File: src/inc/ccc_pkg.sv
// Shared constants for the configuration command control block.
// Assumes 16-bit configuration words and 6-bit register addresses.
package ccc_pkg;
  localparam int unsigned WORD_W = 16;
  localparam int unsigned ADDR_W = 6;
  typedef logic [ADDR_W-1:0] ccc_addr_t;
  typedef logic [WORD_W-1:0] ccc_word_t;
  typedef logic [4:0] ccc_op_t;
  typedef logic [1:0] ccc_sec_t;

  localparam ccc_addr_t ADDR_CHECK = 6'h00;
  localparam ccc_addr_t ADDR_PTR_MAJ = 6'h01;
  localparam ccc_addr_t ADDR_PTR_MIN = 6'h02;
  localparam ccc_addr_t ADDR_FRAME_WR = 6'h03;
  localparam ccc_addr_t ADDR_FRAME_RD = 6'h04;
  localparam ccc_addr_t ADDR_CMD = 6'h05;
  localparam ccc_addr_t ADDR_CTL = 6'h06;
  localparam ccc_addr_t ADDR_QUAL = 6'h07;
  localparam ccc_addr_t ADDR_SER_OUT = 6'h09;
  localparam ccc_addr_t ADDR_PART_ID = 6'h0E;
  localparam ccc_addr_t ADDR_CHAIN_SEL = 6'h12;
  localparam ccc_addr_t ADDR_GEN_ADDR = 6'h13;
  localparam ccc_addr_t ADDR_INIT_VEC = 6'h22;

  localparam ccc_op_t OP_NULL = 5'h00;
  localparam ccc_op_t OP_WRITE_FRAMES = 5'h01;
  localparam ccc_op_t OP_MULTI_FRAME = 5'h02;
  localparam ccc_op_t OP_FINAL_FRAME = 5'h03;
  localparam ccc_op_t OP_READ_FRAMES = 5'h04;
  localparam ccc_op_t OP_START = 5'h05;
  localparam ccc_op_t OP_CHECK_CLEAR = 5'h07;
  localparam ccc_op_t OP_ISOLATE_ROUTING = 5'h08;
  localparam ccc_op_t OP_FLOP_RESTORE = 5'h0A;
  localparam ccc_op_t OP_SHUTDOWN = 5'h0B;
  localparam ccc_op_t OP_DROP_ALIGNMENT = 5'h0D;
  localparam ccc_op_t OP_WARM_REBOOT = 5'h0E;

  localparam int unsigned CTL_CIPHER_BIT = 6;
  localparam int unsigned CTL_SEC_HI = 5;
  localparam int unsigned CTL_SEC_LO = 4;
  localparam int unsigned CTL_KEEP_BIT = 3;
  localparam int unsigned CTL_FUSE_BIT = 2;
  localparam int unsigned CTL_REPORT_BIT = 1;
  localparam ccc_word_t CTL_RESET = 16'h0001;
  localparam ccc_word_t QUAL_RESET = 16'h0000;

  localparam ccc_sec_t SEC_OPEN = 2'h0;
  localparam ccc_sec_t SEC_INTERNAL = 2'h1;
  localparam ccc_sec_t SEC_NOREAD = 2'h2;
  localparam ccc_sec_t SEC_LOCKED = 2'h3;

  typedef enum logic {SER_IDLE, SER_SHIFT} ccc_ser_state_t;
endpackage

File: src/inc/ccc_stream_if.sv
// Valid/ready word stream between the block's own modules.
// Assumes both ends share one clock.
interface ccc_stream_if #(parameter int unsigned W = 16);
  logic valid;
  logic ready;
  logic [W-1:0] data;
  modport src(output valid, output data, input ready);
  modport snk(input valid, input data, output ready);
endinterface

File: src/rtl/ccc_fifo2.sv
// Small word buffer with valid/ready on both sides.
// Assumes one clock; ready is registered so it may feed outputs.
module ccc_fifo2 #(
  parameter int unsigned W = 16,
  parameter int unsigned DEPTH = 2
) (
  input wire logic clk,
  input wire logic rst,
  ccc_stream_if.snk fill,
  ccc_stream_if.src drain
);
  localparam int unsigned PW = (DEPTH > 1) ? $clog2(DEPTH) : 1;
  localparam int unsigned CW = $clog2(DEPTH + 1);
  localparam logic [CW-1:0] FULL = CW'(DEPTH);
  localparam logic [PW-1:0] LAST = PW'(DEPTH - 1);
  logic [W-1:0] mem [DEPTH];
  logic [PW-1:0] wp_ff, rp_ff;
  logic [CW-1:0] cnt_ff, nxt_cnt;
  logic rdy_ff, push, pop;

  function automatic logic [PW-1:0] bump(input logic [PW-1:0] p);
    return (p == LAST) ? '0 : p + PW'(1);
  endfunction

  assign push = fill.valid && rdy_ff;
  assign pop = drain.valid && drain.ready;
  assign fill.ready = rdy_ff;
  assign drain.valid = (cnt_ff != '0);
  assign drain.data = mem[rp_ff];
  assign nxt_cnt = cnt_ff + CW'(push) - CW'(pop);

  always_ff @(posedge clk or posedge rst) begin
    if (rst) begin
      wp_ff <= '0;
      rp_ff <= '0;
      cnt_ff <= '0;
      rdy_ff <= 1'b1;
    end else begin
      if (push) wp_ff <= bump(wp_ff);
      if (pop) rp_ff <= bump(rp_ff);
      cnt_ff <= nxt_cnt;
      rdy_ff <= (nxt_cnt != FULL);
    end
  end

  // Storage carries no reset; valid alone qualifies it
  always_ff @(posedge clk) begin
    if (push) mem[wp_ff] <= fill.data;
  end
endmodule

File: src/rtl/ccc_serializer.sv
// Turns buffered words into a bit stream, most significant bit first.
// Assumes the buffer before it holds words while a shift is running.
module ccc_serializer
  import ccc_pkg::*;
#(
  parameter int unsigned W = 16
) (
  input wire logic clk,
  input wire logic rst,
  ccc_stream_if.snk words,
  output logic bitOut,
  output logic bitValid
);
  localparam int unsigned BW = $clog2(W);
  localparam logic [BW-1:0] LAST_BIT = BW'(W - 1);
  ccc_ser_state_t state_ff;
  logic [W-1:0] shift_ff;
  logic [BW-1:0] bitCnt_ff;
  logic bitOut_ff, bitValid_ff, load;

  // Taking a word only when idle is what lets the buffer fill up
  assign words.ready = (state_ff == SER_IDLE);
  assign load = words.valid && words.ready;
  assign bitOut = bitOut_ff;
  assign bitValid = bitValid_ff;

  always_ff @(posedge clk or posedge rst) begin
    if (rst) begin
      state_ff <= SER_IDLE;
      shift_ff <= '0;
      bitCnt_ff <= '0;
      bitOut_ff <= 1'b0;
      bitValid_ff <= 1'b0;
    end else begin
      unique case (state_ff)
        SER_IDLE: begin
          bitValid_ff <= 1'b0;
          if (load) begin
            shift_ff <= {words.data[W-2:0], 1'b0};
            bitOut_ff <= words.data[W-1];
            bitValid_ff <= 1'b1;
            bitCnt_ff <= '0;
            state_ff <= SER_SHIFT;
          end
        end
        SER_SHIFT: begin
          if (bitCnt_ff == LAST_BIT - BW'(1)) state_ff <= SER_IDLE;
          bitOut_ff <= shift_ff[W-1];
          shift_ff <= {shift_ff[W-2:0], 1'b0};
          bitCnt_ff <= bitCnt_ff + BW'(1);
        end
      endcase
    end
  end

  property p_ser_first;
    @(posedge clk) disable iff (rst)
      load |=> bitValid_ff && (bitOut_ff == $past(words.data[W-1]));
  endproperty
  a_ser_first: assert property (p_ser_first)
    else $error("first serial bit is not the word's top bit");
endmodule

File: src/rtl/ccc_cfg_ctrl.sv
// Configuration command control: register writes, commands, control bits.
// Assumes a packet parser on mclk presents one decoded word per strobe.
module ccc_cfg_ctrl
  import ccc_pkg::*;
#(
  parameter logic [31:0] PART_ID = 32'h1234_5678, // Arbitrary value
  parameter int unsigned IV_W = 128
) (
  input wire logic mclk,
  input wire logic sys_rst,
  input wire logic wrStb,
  input wire ccc_addr_t wrAddr,
  input wire ccc_word_t wrData,
  output logic wrReady,
  input wire logic rdStb,
  input wire ccc_addr_t rdAddr,
  input wire logic viaInternalPort,
  output ccc_word_t rdData,
  output logic rdValid,
  input wire logic syncFound,
  input wire logic softRebootIn,
  input wire logic [31:0] chkRunning,
  input wire ccc_word_t frameRdData,
  input wire logic internalPortReq,
  output logic frameWrStb,
  output ccc_word_t frameWrData,
  output logic frameRdReq,
  output logic [31:0] framePtr,
  output logic multiFramePulse,
  output logic routingIsolateN,
  output logic startupPulse,
  output logic chkClearPulse,
  output logic flopRestorePulse,
  output logic shutdownPulse,
  output logic deviceOff,
  output logic wordAligned,
  output logic rebootPulse,
  output ccc_word_t rebootAddr,
  output logic cipherOn,
  output ccc_sec_t securityLevel,
  output logic keepLink,
  output logic fuseKeySelect,
  output logic internalPortEn,
  output logic initErrLow,
  output logic idError,
  output logic chainSelN,
  output logic chainData,
  output logic chainDataValid,
  output logic [IV_W-1:0] initVector
);
  ccc_word_t ctl_ff, qual_ff, maj_ff, min_ff, gen_ff, rdData_ff;
  ccc_word_t chainCnt_ff, frameWrData_ff, idHi_ff, chkHi_ff;
  ccc_op_t cmd_ff;
  logic [IV_W-1:0] iv_ff;
  logic rdValid_ff, frameWrStb_ff, frameRdReq_ff, multi_ff, isoN_ff;
  logic start_ff, chkClr_ff, restore_ff, shut_ff, off_ff, aligned_ff;
  logic reboot_ff, portEn_ff, initErr_ff, idErr_ff, chainSelN_ff;
  logic wrDir_ff, rdDir_ff, idOk_ff, idPhase_ff, rdPhase_ff, chkPhase_ff;
  logic startArm_ff, okSeen_ff, dropSeen_ff, shutArm_ff, chkErr_ff;
  logic firstCfg_ff;
  logic take, discard, blocked, accept, exec, chkDone, chkMatch, softBoot;
  logic readOk;
  ccc_sec_t lvl;

  ccc_stream_if #(.W(WORD_W)) serIn ();
  ccc_stream_if #(.W(WORD_W)) serOut ();

  // Level one or more whenever the cipher bit is on
  function automatic ccc_sec_t secForce(input ccc_sec_t l, input logic c);
    return (c && l == SEC_OPEN) ? SEC_INTERNAL : l;
  endfunction

  function automatic ccc_word_t ctlMerge(input ccc_word_t old,
                                         input ccc_word_t wd,
                                         input ccc_word_t q);
    ccc_word_t n;
    n = (old & ~q) | (wd & q);
    if (old[CTL_CIPHER_BIT]) n[CTL_CIPHER_BIT] = 1'b1;
    if (old[CTL_SEC_HI:CTL_SEC_LO] != SEC_OPEN) begin
      n[CTL_SEC_HI:CTL_SEC_LO] = old[CTL_SEC_HI:CTL_SEC_LO];
    end
    n[CTL_SEC_HI:CTL_SEC_LO] = secForce(n[CTL_SEC_HI:CTL_SEC_LO],
                                        n[CTL_CIPHER_BIT]);
    return n;
  endfunction

  function automatic logic isOp(input ccc_op_t op);
    return exec && cmd_ff == op;
  endfunction

  assign lvl = ctl_ff[CTL_SEC_HI:CTL_SEC_LO];
  // Stalling on a full chain buffer holds every write, keeping order
  assign take = wrStb && serIn.ready && aligned_ff;
  assign discard = take && chainCnt_ff != '0;
  // At the top level only the check and command registers stay writable
  assign blocked = lvl == SEC_LOCKED && wrAddr != ADDR_CHECK &&
                   wrAddr != ADDR_CMD;
  assign accept = take && !discard && !blocked;
  assign exec = accept && (wrAddr == ADDR_PTR_MAJ ||
                           wrAddr == ADDR_PTR_MIN);
  assign chkDone = accept && wrAddr == ADDR_CHECK && chkPhase_ff;
  assign chkMatch = chkDone && {chkHi_ff, wrData} == chkRunning;
  assign softBoot = softRebootIn || isOp(OP_WARM_REBOOT);
  assign readOk = rdDir_ff && (lvl == SEC_OPEN ||
                  (lvl == SEC_INTERNAL && viaInternalPort));

  assign serIn.valid = accept && wrAddr == ADDR_SER_OUT;
  assign serIn.data = wrData;

  ccc_fifo2 #(.W(WORD_W), .DEPTH(2)) u_buf (
    .clk(mclk),
    .rst(sys_rst),
    .fill(serIn),
    .drain(serOut)
  );

  ccc_serializer #(.W(WORD_W)) u_ser (
    .clk(mclk),
    .rst(sys_rst),
    .words(serOut),
    .bitOut(chainData),
    .bitValid(chainDataValid)
  );

  // Register writes and stored values
  always_ff @(posedge mclk or posedge sys_rst) begin
    if (sys_rst) begin
      ctl_ff <= CTL_RESET;
      qual_ff <= QUAL_RESET;
      cmd_ff <= OP_NULL;
      maj_ff <= '0;
      min_ff <= '0;
      gen_ff <= '0;
      iv_ff <= '0;
      idHi_ff <= '0;
      chkHi_ff <= '0;
      idPhase_ff <= 1'b0;
      chkPhase_ff <= 1'b0;
    end else begin
      // The pointer load that runs a warm reboot must still land
      if (accept) begin
        unique case (wrAddr)
          ADDR_CTL: ctl_ff <= ctlMerge(ctl_ff, wrData, qual_ff);
          ADDR_QUAL: qual_ff <= wrData;
          ADDR_CMD: cmd_ff <= wrData[4:0];
          ADDR_PTR_MAJ: maj_ff <= wrData;
          ADDR_PTR_MIN: min_ff <= wrData;
          ADDR_GEN_ADDR: gen_ff <= wrData;
          ADDR_INIT_VEC: iv_ff <= {iv_ff[IV_W-WORD_W-1:0], wrData};
          ADDR_PART_ID: begin
            idHi_ff <= wrData;
            idPhase_ff <= !idPhase_ff;
          end
          ADDR_CHECK: begin
            chkHi_ff <= wrData;
            chkPhase_ff <= !chkPhase_ff;
          end
          default: ;
        endcase
      end
      // Comes last so a soft reboot beats a control write in the same cycle
      if (softBoot) begin
        ctl_ff[CTL_SEC_HI:CTL_SEC_LO] <=
          secForce(SEC_OPEN, ctl_ff[CTL_CIPHER_BIT]);
        qual_ff <= QUAL_RESET;
      end
    end
  end

  // Part id check and frame data path
  always_ff @(posedge mclk or posedge sys_rst) begin
    if (sys_rst) begin
      idOk_ff <= 1'b0;
      idErr_ff <= 1'b0;
      frameWrStb_ff <= 1'b0;
      frameWrData_ff <= '0;
    end else begin
      frameWrStb_ff <= 1'b0;
      if (accept && wrAddr == ADDR_PART_ID && idPhase_ff) begin
        idOk_ff <= {idHi_ff, wrData} == PART_ID;
      end
      if (accept && wrAddr == ADDR_FRAME_WR) begin
        if (idOk_ff && wrDir_ff) begin
          frameWrStb_ff <= 1'b1;
          frameWrData_ff <= wrData;
        end else if (!idOk_ff) begin
          idErr_ff <= 1'b1;
        end
      end
    end
  end

  // Chain select countdown; a nested select is discarded and just lowers the count
  always_ff @(posedge mclk or posedge sys_rst) begin
    if (sys_rst) begin
      chainCnt_ff <= '0;
      chainSelN_ff <= 1'b1;
    end else begin
      if (discard) begin
        chainCnt_ff <= chainCnt_ff - WORD_W'(1);
        if (chainCnt_ff == WORD_W'(1)) chainSelN_ff <= 1'b1;
      end else if (accept && wrAddr == ADDR_CHAIN_SEL) begin
        chainCnt_ff <= wrData;
        chainSelN_ff <= (wrData == '0);
      end
    end
  end

  // Command execution; unlisted codes fall through untouched
  always_ff @(posedge mclk or posedge sys_rst) begin
    if (sys_rst) begin
      wrDir_ff <= 1'b0;
      rdDir_ff <= 1'b0;
      isoN_ff <= 1'b1;
      multi_ff <= 1'b0;
      chkClr_ff <= 1'b0;
      restore_ff <= 1'b0;
      reboot_ff <= 1'b0;
    end else begin
      multi_ff <= isOp(OP_MULTI_FRAME);
      chkClr_ff <= isOp(OP_CHECK_CLEAR);
      restore_ff <= isOp(OP_FLOP_RESTORE);
      reboot_ff <= isOp(OP_WARM_REBOOT);
      if (isOp(OP_WRITE_FRAMES)) begin
        wrDir_ff <= 1'b1;
        rdDir_ff <= 1'b0;
      end
      if (isOp(OP_READ_FRAMES)) begin
        rdDir_ff <= 1'b1;
        wrDir_ff <= 1'b0;
      end
      if (isOp(OP_ISOLATE_ROUTING)) isoN_ff <= 1'b0;
      if (isOp(OP_FINAL_FRAME)) isoN_ff <= 1'b1;
    end
  end

  // Alignment, startup and shutdown sequencing
  always_ff @(posedge mclk or posedge sys_rst) begin
    if (sys_rst) begin
      aligned_ff <= 1'b0;
      startArm_ff <= 1'b0;
      okSeen_ff <= 1'b0;
      dropSeen_ff <= 1'b0;
      start_ff <= 1'b0;
      shutArm_ff <= 1'b0;
      shut_ff <= 1'b0;
      off_ff <= 1'b0;
      chkErr_ff <= 1'b0;
      firstCfg_ff <= 1'b1;
    end else begin
      start_ff <= 1'b0;
      shut_ff <= 1'b0;
      // A resync in the same cycle as a drop wins
      if (syncFound) aligned_ff <= 1'b1;
      else if (isOp(OP_DROP_ALIGNMENT)) aligned_ff <= 1'b0;
      if (chkDone) chkErr_ff <= !chkMatch;
      if (isOp(OP_START)) begin
        startArm_ff <= 1'b1;
        okSeen_ff <= 1'b0;
        dropSeen_ff <= 1'b0;
      end else if (startArm_ff) begin
        if (chkMatch) okSeen_ff <= 1'b1;
        if (isOp(OP_DROP_ALIGNMENT)) dropSeen_ff <= 1'b1;
        if (okSeen_ff && dropSeen_ff) begin
          start_ff <= 1'b1;
          startArm_ff <= 1'b0;
          firstCfg_ff <= 1'b0;
        end
      end
      if (isOp(OP_SHUTDOWN)) shutArm_ff <= 1'b1;
      else if (shutArm_ff && (chkMatch || isOp(OP_CHECK_CLEAR))) begin
        shut_ff <= 1'b1;
        off_ff <= 1'b1;
        shutArm_ff <= 1'b0;
      end
    end
  end

  // Reads and control-derived outputs
  always_ff @(posedge mclk or posedge sys_rst) begin
    if (sys_rst) begin
      rdData_ff <= '0;
      rdValid_ff <= 1'b0;
      rdPhase_ff <= 1'b0;
      frameRdReq_ff <= 1'b0;
      portEn_ff <= 1'b0;
      initErr_ff <= 1'b0;
    end else begin
      rdValid_ff <= rdStb;
      frameRdReq_ff <= rdStb && rdAddr == ADDR_FRAME_RD && readOk;
      if (rdStb && rdAddr == ADDR_PART_ID) rdPhase_ff <= !rdPhase_ff;
      if (rdStb) begin
        unique case (rdAddr)
          ADDR_CMD: rdData_ff <= {11'h000, cmd_ff};
          ADDR_CTL: rdData_ff <= ctl_ff;
          ADDR_QUAL: rdData_ff <= qual_ff;
          ADDR_PART_ID:
            rdData_ff <= rdPhase_ff ? PART_ID[15:0] : PART_ID[31:16];
          ADDR_FRAME_RD: rdData_ff <= readOk ? frameRdData : '0;
          default: rdData_ff <= '0;
        endcase
      end
      portEn_ff <= internalPortReq && !ctl_ff[CTL_KEEP_BIT];
      initErr_ff <= chkErr_ff && (firstCfg_ff ||
                                  !ctl_ff[CTL_REPORT_BIT]);
    end
  end

  assign wrReady = serIn.ready;
  assign rdData = rdData_ff;
  assign rdValid = rdValid_ff;
  assign frameWrStb = frameWrStb_ff;
  assign frameWrData = frameWrData_ff;
  assign frameRdReq = frameRdReq_ff;
  assign framePtr = {maj_ff, min_ff};
  assign multiFramePulse = multi_ff;
  assign routingIsolateN = isoN_ff;
  assign startupPulse = start_ff;
  assign chkClearPulse = chkClr_ff;
  assign flopRestorePulse = restore_ff;
  assign shutdownPulse = shut_ff;
  assign deviceOff = off_ff;
  assign wordAligned = aligned_ff;
  assign rebootPulse = reboot_ff;
  assign rebootAddr = gen_ff;
  assign cipherOn = ctl_ff[CTL_CIPHER_BIT];
  assign securityLevel = lvl;
  assign keepLink = ctl_ff[CTL_KEEP_BIT];
  assign fuseKeySelect = ctl_ff[CTL_FUSE_BIT];
  assign internalPortEn = portEn_ff;
  assign initErrLow = initErr_ff;
  assign idError = idErr_ff;
  assign chainSelN = chainSelN_ff;
  assign initVector = iv_ff;

  property p_wr_dir;
    @(posedge mclk) disable iff (sys_rst)
      isOp(OP_WRITE_FRAMES) |=> wrDir_ff && !rdDir_ff;
  endproperty
  a_wr_dir: assert property (p_wr_dir)
    else $error("write-frames code did not open write direction");

  property p_id_gate;
    @(posedge mclk) disable iff (sys_rst)
      accept && wrAddr == ADDR_FRAME_WR && !idOk_ff |=>
        !frameWrStb_ff && idErr_ff;
  endproperty
  a_id_gate: assert property (p_id_gate)
    else $error("frame write passed without part id match");

  property p_chain_sel;
    @(posedge mclk) disable iff (sys_rst)
      accept && wrAddr == ADDR_CHAIN_SEL && wrData == WORD_W'(2) |=>
        !chainSelN && (chainCnt_ff == WORD_W'(2));
  endproperty
  a_chain_sel: assert property (p_chain_sel)
    else $error("chain select did not go low with its count");

  property p_isolate;
    @(posedge mclk) disable iff (sys_rst)
      isOp(OP_ISOLATE_ROUTING) |=> !routingIsolateN;
  endproperty
  a_isolate: assert property (p_isolate)
    else $error("isolate code did not isolate routing");

  property p_restore;
    @(posedge mclk) disable iff (sys_rst)
      $rose(flopRestorePulse) |=> !flopRestorePulse;
  endproperty
  a_restore: assert property (p_restore)
    else $error("flop restore pulse longer than one cycle");

  property p_drop;
    @(posedge mclk) disable iff (sys_rst)
      isOp(OP_DROP_ALIGNMENT) && !syncFound |=>
        !wordAligned ##1 (!wordAligned || $past(syncFound));
  endproperty
  a_drop: assert property (p_drop)
    else $error("alignment not dropped");

  property p_cipher;
    @(posedge mclk) disable iff (sys_rst)
      $past(cipherOn) |-> cipherOn && securityLevel != SEC_OPEN;
  endproperty
  a_cipher: assert property (p_cipher)
    else $error("cipher bit cleared or level left open");

  property p_qual;
    @(posedge mclk) disable iff (sys_rst)
      accept && wrAddr == ADDR_CTL && qual_ff == '0 && !softBoot |=>
        $stable(ctl_ff);
  endproperty
  a_qual: assert property (p_qual)
    else $error("unqualified control bits changed");

  property p_undef;
    @(posedge mclk) disable iff (sys_rst)
      exec && cmd_ff == 5'h1F |=> $stable(routingIsolateN) &&
        $stable(wrDir_ff) && !rebootPulse && !flopRestorePulse;
  endproperty
  a_undef: assert property (p_undef)
    else $error("undefined code changed global signals");
endmodule

File: config.mk
export PLATFORM = sky130hd
export DESIGN_NAME = ccc_cfg_ctrl
export DESIGN_NICKNAME = d
export VERILOG_FILES = /design/src/inc/ccc_pkg.sv /design/src/inc/ccc_stream_if.sv /design/src/rtl/ccc_fifo2.sv /design/src/rtl/ccc_serializer.sv /design/src/rtl/ccc_cfg_ctrl.sv
export SDC_FILE = /design/constraint.sdc
export NUM_CORES = 1
export LEC_CHECK = 0
export ABC_AREA = 1
export BUFFER_PORTS_ARGS = -buffer_cell sky130_fd_sc_hd__buf_4
export CORE_MARGIN = 4
export CORE_UTILIZATION = 51
export DETAILED_ROUTE_END_ITERATION = 10
export GPL_ROUTABILITY_DRIVEN = 0
export PLACE_DENSITY = 0.75
export SKIP_LAST_GASP = 1
export SYNTH_ARGS = -nofsm -noshare
export SYNTH_HDL_FRONTEND = slang
export SYNTH_SLANG_ARGS = --single-unit
export TNS_END_PERCENT = 30
File: constraint.sdc
create_clock -name mclk -period 17.11 [get_ports mclk]
set_input_delay 0.8555 -clock mclk [delete_from_list [all_inputs] [get_ports mclk]]
set_output_delay 0.8555 -clock mclk [all_outputs]
set_load 0.02 [all_outputs]
==> results by group, run 1 <==
Finish
  – # fillers: 2512
  – Share of cells above drive strength 1: 0.204
  – Flip-flop and latch area: 9680 µm²
  – Ant. Diodes: 0
  – Multi-input gate area: 5400 µm²
  – Relative area change from synthesis to final layout: 24.3%
  – Layout net count: 2156
  – Core occupancy in the finished layout: 0.649
  – Leading cell types in the layout, fill and taps excluded: sky130_fd_sc_hd__nand2_1, sky130_fd_sc_hd__dfrtp_1, sky130_fd_sc_hd__buf_4
  – Most common cell after layout, fill and taps aside: sky130_fd_sc_hd__nand2_1
  – Post-route cell area: 20100 µm²

Synthesis
  – Largest family of logic cells by synthesized area: simple AND/OR/NAND/NOR gates
  – YS warnings: 0
  – Synth Net Count: 1872
  – Xor/xnor cell area share of the yosys netlist: 0.0130
  – Share of the synthesized area in the top cell type: 0.532
  – Primary FF master, synth: sky130_fd_sc_hd__dfrtp_1
  – Seq cells post-synth: 380
  – Compound-cell area share of the yosys netlist: 0.111
  – Average cell area after synthesis: 9.06 µm²
  – Area share of fa/ha/maj cells after synthesis: 0.00465
  – Sequential fraction of the synthesis area: 0.599
  – Leading post-synthesis cells by cell area: sky130_fd_sc_hd__dfrtp_1, sky130_fd_sc_hd__nand2_1, sky130_fd_sc_hd__edfxtp_1, sky130_fd_sc_hd__inv_1, sky130_fd_sc_hd__nor2_1
  – Netlist cell types: 49
  – Synthesized cell area: 16100 µm²
  – Number of flops mapped to enable cells by yosys: 32
  – Cell taking the most area after synthesis: sky130_fd_sc_hd__dfrtp_1
  – Mux cell area share after synthesis: 0.00992
  – Fraction of the mapped netlist area in simple logic gates: 0.195
  – Async set-or-reset flop fraction in the synthesized netlist: 0.916
  – Post-Syn Instances: 1782

Global routing
  – Global routing usage on met3: 0.0586
  – Via count of the first global-routing pass: 12.9k
  – Peak-usage layer in the global routing report: met2
  – Gr usage total: 0.257
  – GRT Residual Overflow: 0
  – Antenna violations before repair: 0
  – Largest net degree at the start of global routing: 142
  – Met2 usage: 0.421
  – Met1 track demand over resource in global routing: 0.343
  – Global-route wire length before repair: 70100 µm

Clocking
  – Reg clk slew, reported paths: 0.06 ns
  – Hold-fix buffers, CTS: 0
  – Clock latency at the later pin of the worst-skew pair: 0.52 ns
  – Buffer count from post-CTS setup fixing: 0
  – CTS tree: done
  – Count of clock tree sinks: 380
  – Total number of H-tree levels: 2
  – Root buffer cell: sky130_fd_sc_hd__clkbuf_16
  – Number of buffers inserted during clock tree synthesis: 41
  – Buffer depth of the longest clock path: 3
  – Post-cts gate resize count: 0

Critical path
  – Critical path class: reg2reg
  – Worst setup SP type: register
  – Critical path capture point type: register
  – Slowest cell delay on critical path: 1.04 ns
  – Endpoint required time on the critical path: 17.53 ns
  – Highest-delay cell along the critical path: sky130_fd_sc_hd__buf_4
  – Arrival time at the worst endpoint: 4.06 ns
  – Maximum fanout along the worst path: 131
  – CP Cell Sequence: inv_1, ha_1, nand2_1, nor2_2, nand3_1, nor2_4, nand4_4, buf_4, buf_4, nand2_1, o21ai_1

Drt
  – Via-per-instance ratio: 5.27
  – Post-detailed-route DRC marker count: 0
  – Average wire per standard cell: 18.0 µm
  – Antenna-violating nets left: 0
  – Drt initial violations: 982
  – First drt pass iteration count: 8
  – Routed wire length: 44900 µm
  – Vias after detailed routing: 13.1k

Place
  – Placed standard-cell area: 18700 µm²
  – Buffers added on ports: 315
  – Placement Setup Slack: 13.12 ns
  – HPWL after detailed placement: 31000 µm

Power and ir drop
  – Total chip power: 2.17 mW
  – Static Leak: 10.2 nW
  – Pwr Density: 108 nW/µm²
  – Peak supply drop: 69.0 µV

Timing
  – Summed negative setup slack over all endpoints: 0 ns
  – Final min period: 3.64 ns
  – Crit share post-route: 0.213
  – Worst Slack Setup Final: 13.47 ns
  – Max-slew violation count: 0
  – Worst clock skew: 0.0124 ns
  – Tightest slew margin relative to the limit: 0.174
  – Total setup violations reported at the end of the flow: 0
  – Peak clock frequency supported by timing: 0.275 GHz
  – Final Hold Viols: 0
  – Worst-Margin Slew: 1.24 ns
  – Setup repair after global routing missed its margin: no

Floorplanning
  – Die Width: 186 µm
  – Vertical die dimension: 186 µm
  – IO Pins: 316
  – Total die area: 34600 µm²
  – Starting density of the core: 0.522
  – Floorplan core area: 30900 µm²
  – Std-Cell Rows: 64

Outcome
  – Run status: finished, final reports clean

Job
  – Max-cap violations: 0

Min path
  – Hold Path Class: reg2reg
[worst paths after layout]
check / from / endpoint / slack, ns / cells past startpoint
max: chainCnt_ff[0] / initVector[127] / 13.47 / 11
min: firstCfg_ff / firstCfg_ff / 0.46 / 2
max reg2reg: chainCnt_ff[0] / initVector[127] / 13.47 / 11
min reg2reg: firstCfg_ff / firstCfg_ff / 0.46 / 2
max in group asynchronous: sys_rst / rdData[10] / 14.15 / 4
min in group asynchronous: sys_rst / initVector[124] / 0.54 / 2
[sequential cells by signal (all words and copies together), names as in the netlist, 2 cells and up, named ones only]
signal and flops:
initVector 128, u_buf.mem 32, chainCnt_ff 16, chkHi_ff 16
frameWrData 16, idHi_ff 16, maj_ff 16, min_ff 16
qual_ff 16, rdData 16, rebootAddr 16, u_ser.shift_ff 15
cmd_ff 5, u_ser.bitCnt_ff 4, ctl_ff 3, u_buf.cnt_ff 2
[kinds of logic after synthesis]
kind of cell             count (synthesis)
AND/OR/NAND/NOR                        757
flip-flops                             380
AO/OA/AOI/OAI                          336
adder cells (fa/ha/maj)                  6
buffers and inverters                  263
multiplexers                            16
XOR/XNOR                                24
[final cells by class]
cell class	instances	area share
timing repair buffer	322	0.120
inverter	182	0.0344
clock inverter	18	0.00860
tap	396	0.0247
sequential	380	0.482
clock buffer	57	0.0607
multi-input combinational	1139	0.269
[cells in the mapped netlist, types with 15 or more instances]
cell	number
sky130_fd_sc_hd__a21oi_1	67
sky130_fd_sc_hd__buf_2	33
sky130_fd_sc_hd__clkbuf_1	36
sky130_fd_sc_hd__dfrtp_1	343
sky130_fd_sc_hd__edfxtp_1	32
sky130_fd_sc_hd__inv_1	177
sky130_fd_sc_hd__mux2i_1	16
sky130_fd_sc_hd__nand2_1	461
sky130_fd_sc_hd__nand3_1	53
sky130_fd_sc_hd__nor2_1	173
sky130_fd_sc_hd__nor3_1	15
sky130_fd_sc_hd__o211ai_1	17
sky130_fd_sc_hd__o21ai_0	110
sky130_fd_sc_hd__o21ai_1	116
sky130_fd_sc_hd__xor2_1	19
[power breakdown]
part,total (mW),switching [mW],internal (mW)
combinational,0.252,0.154,0.0981
sequential,1.02,0.0570,0.966
clock,0.897,0.354,0.543
total,2.17,0.565,1.61
[metrics by stage]
stage	instances	hold slack [ns]
6_report	2494	0.464
5_1_grt	2494	0.485
4_1_cts	2494	0.466
3_5_place_dp	2419	0.458
3_3_place_gp	2419	0.440
2_1_floorplan	1782	0.431
[routing by layer]
metal  wire, µm  part of all wire
met1      18300              0.41
met2      21400              0.48
met3       3630             0.081
met4       1560             0.035
met5          0                 0
[worst max-delay path, delay by kind of cell, from the launching register on]
kind | cells | cell delay, ns
flip-flops | 1 | 0.40
AND/OR/NAND/NOR | 6 | 0.67
AO/OA/AOI/OAI | 1 | 0.15
buffers and inverters | 3 | 1.94
adder cells (fa/ha/maj) | 1 | 0.23
Note: power is estimated with default switching activity, not from simulation.
==> run 2, diff against run 1 <==
==> constraint.sdc (replaced) <==
create_clock -name mclk -period 3.48 [get_ports mclk]
set_input_delay 0.174 -clock mclk [delete_from_list [all_inputs] [get_ports mclk]]
set_output_delay 0.174 -clock mclk [all_outputs]
set_load 0.02 [all_outputs]
==> results by group, run 2 (same netlist as run 1, synthesis figures left out) <==
Floorplanning
  – Std-Cell Rows: 64
  – Total die area: 34600 µm²
  – Starting density of the core: 0.522
  – IO Pins: 316
  – Floorplan core area: 30900 µm²
  – Vertical die dimension: 186 µm
  – Die Width: 186 µm

Critical path
  – Arrival time at the worst endpoint: 2.82 ns
  – Start of the worst register-to-register path: chainCnt_ff[0]
  – Critical path capture point type: register
  – Critical path origin: chainCnt_ff[0]
  – Worst r2r path cells: 10
  – Critical path class: reg2reg
  – Worst setup SP type: register
  – Maximum fanout along the worst path: 16
  – Endpoint required time on the critical path: 3.69 ns

Clocking
  – Buffer depth of the longest clock path: 3
  – Reg clk slew, reported paths: 0.06 ns
  – Number of buffers inserted during clock tree synthesis: 39
  – Count of clock tree sinks: 380
  – Root buffer cell: sky130_fd_sc_hd__clkbuf_16
  – Total number of H-tree levels: 2
  – CTS tree: done
  – Clock latency at the later pin of the worst-skew pair: 0.52 ns

Timing
  – Max-slew violation count: 0
  – Worst clock skew: 0.0118 ns
  – Setup repair after global routing missed its margin: no
  – Total setup violations reported at the end of the flow: 0
  – Tightest slew margin relative to the limit: 0.406
  – Summed negative setup slack over all endpoints: 0 ns
  – Final min period: 2.62 ns
  – Post-Route Hold Slack: 0.0308 ns
  – Crit share post-route: 0.752
  – Worst Slack Setup Final: 0.862 ns
  – Worst-Margin Slew: 0.891 ns
  – Final Hold Viols: 0
  – Peak clock frequency supported by timing: 0.382 GHz

Min path
  – Launch instance of the worst min-delay path: frameRdData[11]
  – Count of cells along the worst hold path: 5
  – Hold Path Class: in2reg

Finish
  – Share of cells above drive strength 1: 0.196
  – # fillers: 2547
  – Most common cell after layout, fill and taps aside: sky130_fd_sc_hd__nand2_1
  – Post-route cell area: 20200 µm²
  – Layout net count: 2186
  – Leading cell types in the layout, fill and taps excluded: sky130_fd_sc_hd__nand2_1, sky130_fd_sc_hd__dfrtp_1, sky130_fd_sc_hd__buf_4
  – Largest register FFs: 128
  – Relative area change from synthesis to final layout: 25.4%

Global routing
  – GRT Residual Overflow: 0
  – Global-route wire length before repair: 69700 µm
  – Largest net degree at the start of global routing: 130
  – Gr usage total: 0.255
  – Antenna violations before repair: 2
  – Via count of the first global-routing pass: 12.7k

Drt
  – Routed wire length: 45100 µm
  – First drt pass iteration count: 5
  – Post-detailed-route DRC marker count: 0
  – Vias after detailed routing: 13.3k
  – Antenna-violating nets left: 0
  – Via-per-instance ratio: 5.26
  – Drt initial violations: 1033
  – Average wire per standard cell: 17.9 µm

Power and ir drop
  – Total chip power: 10.3 mW
  – Switching power total: 2.73 mW
  – Pwr Density: 510 nW/µm²
  – Clock group share of total power: 0.387
  – Peak supply drop: 308 µV
  – Comb power frac: 0.125
  – Share of total power consumed by net switching: 0.265
  – Reg power frac: 0.488
  – Static Leak: 10.3 nW
  – Internal power: 7.59 mW

Place
  – HPWL after detailed placement: 30900 µm
  – Buffers added on ports: 315
  – Placement Setup Slack: 0.899 ns
  – Placed standard-cell area: 18800 µm²

Outcome
  – Run status: finished, final reports clean

Job
  – Max-cap violations: 0
## run 2: changes by cell type in the layout (fill, tap and decap cells not counted), moves of 2 or more
cell / before / now
sky130_fd_sc_hd__dlygate4sd3_1: 0 / 27
sky130_fd_sc_hd__clkbuf_1: 5 / 17
sky130_fd_sc_hd__clkinv_2: 11 / 4
sky130_fd_sc_hd__buf_12: 0 / 5
sky130_fd_sc_hd__clkbuf_16: 43 / 39
sky130_fd_sc_hd__clkbuf_8: 9 / 5
sky130_fd_sc_hd__diode_2: 0 / 2
## run 2: layout make-up
type | instances | area, µm² | share of cell area
Inverter | 182 | 687 | 0.0339
Timing Repair Buffer | 354 | 2790 | 0.138
Multi-Input combinational cell | 1139 | 5400 | 0.267
Tap cell | 396 | 495 | 0.0245
Sequential cell | 380 | 9680 | 0.478
Clock buffer | 61 | 1110 | 0.0548
Antenna cell | 2 | 5.00 | 0.000247
Clock inverter | 7 | 88.8 | 0.00439
## run 2: what timing repair did
item                                    CTS  global route
buffers inserted                          0             0
hold endpoints to repair                234             0
hold buffers                             27             0
endpoints found under the setup margin    0             0
gates resized for setup                   0             0
## run 2: worst max-delay path, stage by stage, from the launching register on
cell and delay (ns):
sky130_fd_sc_hd__dfrtp_1 0.41, sky130_fd_sc_hd__inv_1 0.11, sky130_fd_sc_hd__ha_1 0.20, sky130_fd_sc_hd__nand2_1 0.11, sky130_fd_sc_hd__nor2_2 0.16, sky130_fd_sc_hd__nand3_1 0.14
sky130_fd_sc_hd__nor2_4 0.38, sky130_fd_sc_hd__nand3_1 0.16, sky130_fd_sc_hd__or2_1 0.29, sky130_fd_sc_hd__nor2_1 0.10, sky130_fd_sc_hd__buf_4 0.25
## run 2: through the flow
| stage | std cells | utilization |
|---|---|---|
| global route | 2521 | 0.655 |
| global placement | 2424 | 0.607 |
| CTS | 2519 | 0.655 |
| finish | 2521 | 0.655 |
| detailed placement | 2424 | 0.607 |
| floorplan | 1782 | - |
## run 2: per-layer routing
| metal | global-route usage | share of wire |
|---|---|---|
| met5 | 0 | 0 |
| met4 | 0.0816 | 0.031 |
| met3 | 0.0592 | 0.086 |
| met2 | 0.414 | 0.47 |
| met1 | 0.344 | 0.41 |
## run 2: power by group through the flow
stage                     Sequential, mW  Combinational (mW)  Clock [mW]
after global placement              5.09                1.21           0
after global routing                5.07                1.44        4.25
after detailed placement            5.10                1.26           0
after CTS                           5.03                1.29        4.06
final                               5.04                1.29        4.00
after floorplan                     5.05               0.842           0
## run 2: path summary, 6_finish.rpt
check	endpoint	slack (ns)
min reg2reg	firstCfg_ff	0.46
max reg2reg	u_buf.mem[0][6]	0.86
max in group asynchronous	rdData[11]	2.31
min in group asynchronous	initVector[74]	0.43
max	u_buf.mem[0][6]	0.86
min	rdData[11]	0.03
==> run 3, diff against run 2 <==
==> constraint.sdc (replaced) <==
create_clock -name mclk -period 2.7 [get_ports mclk]
set_input_delay 0.135 -clock mclk [delete_from_list [all_inputs] [get_ports mclk]]
set_output_delay 0.135 -clock mclk [all_outputs]
set_load 0.02 [all_outputs]
==> results by group, run 3 (same netlist as run 1, synthesis figures left out) <==
Drt
  – Routed wire length: 45400 µm
  – Post-detailed-route DRC marker count: 0
  – Average wire per standard cell: 17.8 µm
  – Via-per-instance ratio: 5.21
  – Drt initial violations: 1118
  – Vias after detailed routing: 13.3k
  – Antenna-violating nets left: 0
  – First drt pass iteration count: 6

Timing
  – Peak clock frequency supported by timing: 0.417 GHz
  – Max-slew violation count: 0
  – Tightest slew margin relative to the limit: 0.397
  – Worst-Margin Slew: 0.905 ns
  – Total setup violations reported at the end of the flow: 0
  – Setup repair after global routing missed its margin: no
  – Crit share post-route: 0.889
  – Final Hold Viols: 0
  – Worst clock skew: 0.0163 ns
  – Final min period: 2.40 ns

Global routing
  – Gr usage total: 0.262
  – GRT Residual Overflow: 0
  – Via count of the first global-routing pass: 13.1k
  – Largest net degree at the start of global routing: 104
  – Antenna violations before repair: 2
  – Global-route wire length before repair: 71200 µm

Clocking
  – Buffer depth of the longest clock path: 3
  – Count of clock tree sinks: 380
  – Post-cts gate resize count: 0
  – Root buffer cell: sky130_fd_sc_hd__clkbuf_16
  – CTS tree: done
  – Total number of H-tree levels: 2
  – Reg clk slew, reported paths: 0.06 ns
  – Clock latency at the later pin of the worst-skew pair: 0.53 ns
  – Buffer count from post-CTS setup fixing: 0
  – Number of buffers inserted during clock tree synthesis: 40

Min path
  – Hold Path Class: in2reg
  – Launch instance of the worst min-delay path: frameRdData[1]

Place
  – Buffers added on ports: 315
  – Count of placed standard cells including taps: 2441
  – HPWL after detailed placement: 31100 µm
  – Placed standard-cell area: 18900 µm²

Floorplanning
  – Std-Cell Rows: 64
  – IO Pins: 316
  – Die Width: 186 µm
  – Floorplan core area: 30900 µm²
  – Total die area: 34600 µm²
  – Starting density of the core: 0.522
  – Vertical die dimension: 186 µm

Critical path
  – Endpoint required time on the critical path: 2.94 ns
  – Start of the worst register-to-register path: chainCnt_ff[0]
  – Worst setup SP type: register
  – Critical path capture point type: register
  – Maximum fanout along the worst path: 16
  – Critical path origin: chainCnt_ff[0]
  – Arrival time at the worst endpoint: 2.64 ns
  – Critical path class: reg2reg

Finish
  – Most common cell after layout, fill and taps aside: sky130_fd_sc_hd__nand2_1
  – Largest register FFs: 128
  – # fillers: 2509
  – Relative area change from synthesis to final layout: 27.7%
  – Leading cell types in the layout, fill and taps excluded: sky130_fd_sc_hd__nand2_1, sky130_fd_sc_hd__dfrtp_1, sky130_fd_sc_hd__buf_4
  – Flip-flop and latch area: 9680 µm²
  – Share of cells above drive strength 1: 0.208
  – Non-filler instance count after layout: 2548
  – Layout net count: 2212
  – Post-route cell area: 20600 µm²
  – Multi-input gate area: 5400 µm²

Power and ir drop
  – Static Leak: 10.5 nW
  – Pwr Density: 662 nW/µm²
  – Peak supply drop: 512 µV

Job
  – Max-cap violations: 0

Outcome
  – Run status: finished, final reports clean
## run 3: cell count changes in the layout (fill, tap and decap cells not counted), moves of 2 or more
cell and change:
sky130_fd_sc_hd__clkinvlp_4 +2, sky130_fd_sc_hd__clkbuf_16 +2, sky130_fd_sc_hd__clkbuf_1 -12, sky130_fd_sc_hd__dlygate4sd3_1 +8, sky130_fd_sc_hd__clkinv_2 +3, sky130_fd_sc_hd__buf_12 +4, sky130_fd_sc_hd__clkbuf_8 +5, sky130_fd_sc_hd__buf_4 +13
## run 3: per-layer routing
| metal | track usage | wire length [µm] |
|---|---|---|
| met3 | 0.0618 | 3820 |
| met1 | 0.344 | 18600 |
| met2 | 0.432 | 21400 |
| met5 | 0 | 0 |
| met4 | 0.0863 | 1580 |
## run 3: final timing paths
check | to | slack [ns] | cells after the start
min reg2reg | firstCfg_ff | 0.45 | 2
min in group asynchronous | chkHi_ff[1] | 0.33 | 3
max | u_buf.mem[0][3] | 0.30 | 10
min | rdData[1] | 0.04 | 5
max reg2reg | u_buf.mem[0][3] | 0.30 | 10
max in group asynchronous | async pin | 1.51 | 4
## run 3: critical path: stages (launching register included)
cell and delay (ns):
sky130_fd_sc_hd__dfrtp_1 0.41, sky130_fd_sc_hd__inv_1 0.10, sky130_fd_sc_hd__ha_1 0.18, sky130_fd_sc_hd__nand2_1 0.11, sky130_fd_sc_hd__nor2_2 0.16, sky130_fd_sc_hd__nand3_1 0.13
sky130_fd_sc_hd__nor2_4 0.24, sky130_fd_sc_hd__nand3_1 0.14, sky130_fd_sc_hd__or2_1 0.27, sky130_fd_sc_hd__nor2_1 0.19, sky130_fd_sc_hd__buf_12 0.18
## run 3: power by group
part           total (mW)  switching [mW]  internal [mW]  leakage [nW]
registers            6.48           0.359           6.12          4.77
clock network        5.48            2.24           3.25         0.652
logic                1.69            1.02          0.674          5.05
total                13.7            3.61           10.0          10.5
## run 3: what timing repair did
action	4_1_cts	5_1_grt
endpoints found under the hold margin	76	0
hold buffers	35	0
setup endpoints to repair	0	0
## run 3: area by class of cell
type | count | area share
Tap cell | 396 | 0.0240
Clock inverter | 14 | 0.00661
Timing Repair Buffer | 379 | 0.148
Inverter | 182 | 0.0333
Antenna cell | 2 | 0.000243
Clock buffer | 56 | 0.0573
Sequential cell | 380 | 0.469
Multi-Input combinational cell | 1139 | 0.262
## run 3: metrics by stage
stage | hold WS, ns | power, mW | util | setup TNS [ns] | setup WS [ns]
after floorplan | 0.166 | 7.60 | - | -721.10 | -2.09
after global placement | 0.313 | 8.14 | 0.613 | 0 | 0.377
after detailed placement | 0.323 | 8.22 | 0.613 | 0 | 0.328
after CTS | 0.0141 | 13.7 | 0.667 | 0 | 0.316
after global routing | 0.0360 | 14.3 | 0.667 | 0 | 0.0919
final | 0.0351 | 13.7 | 0.667 | 0 | 0.300
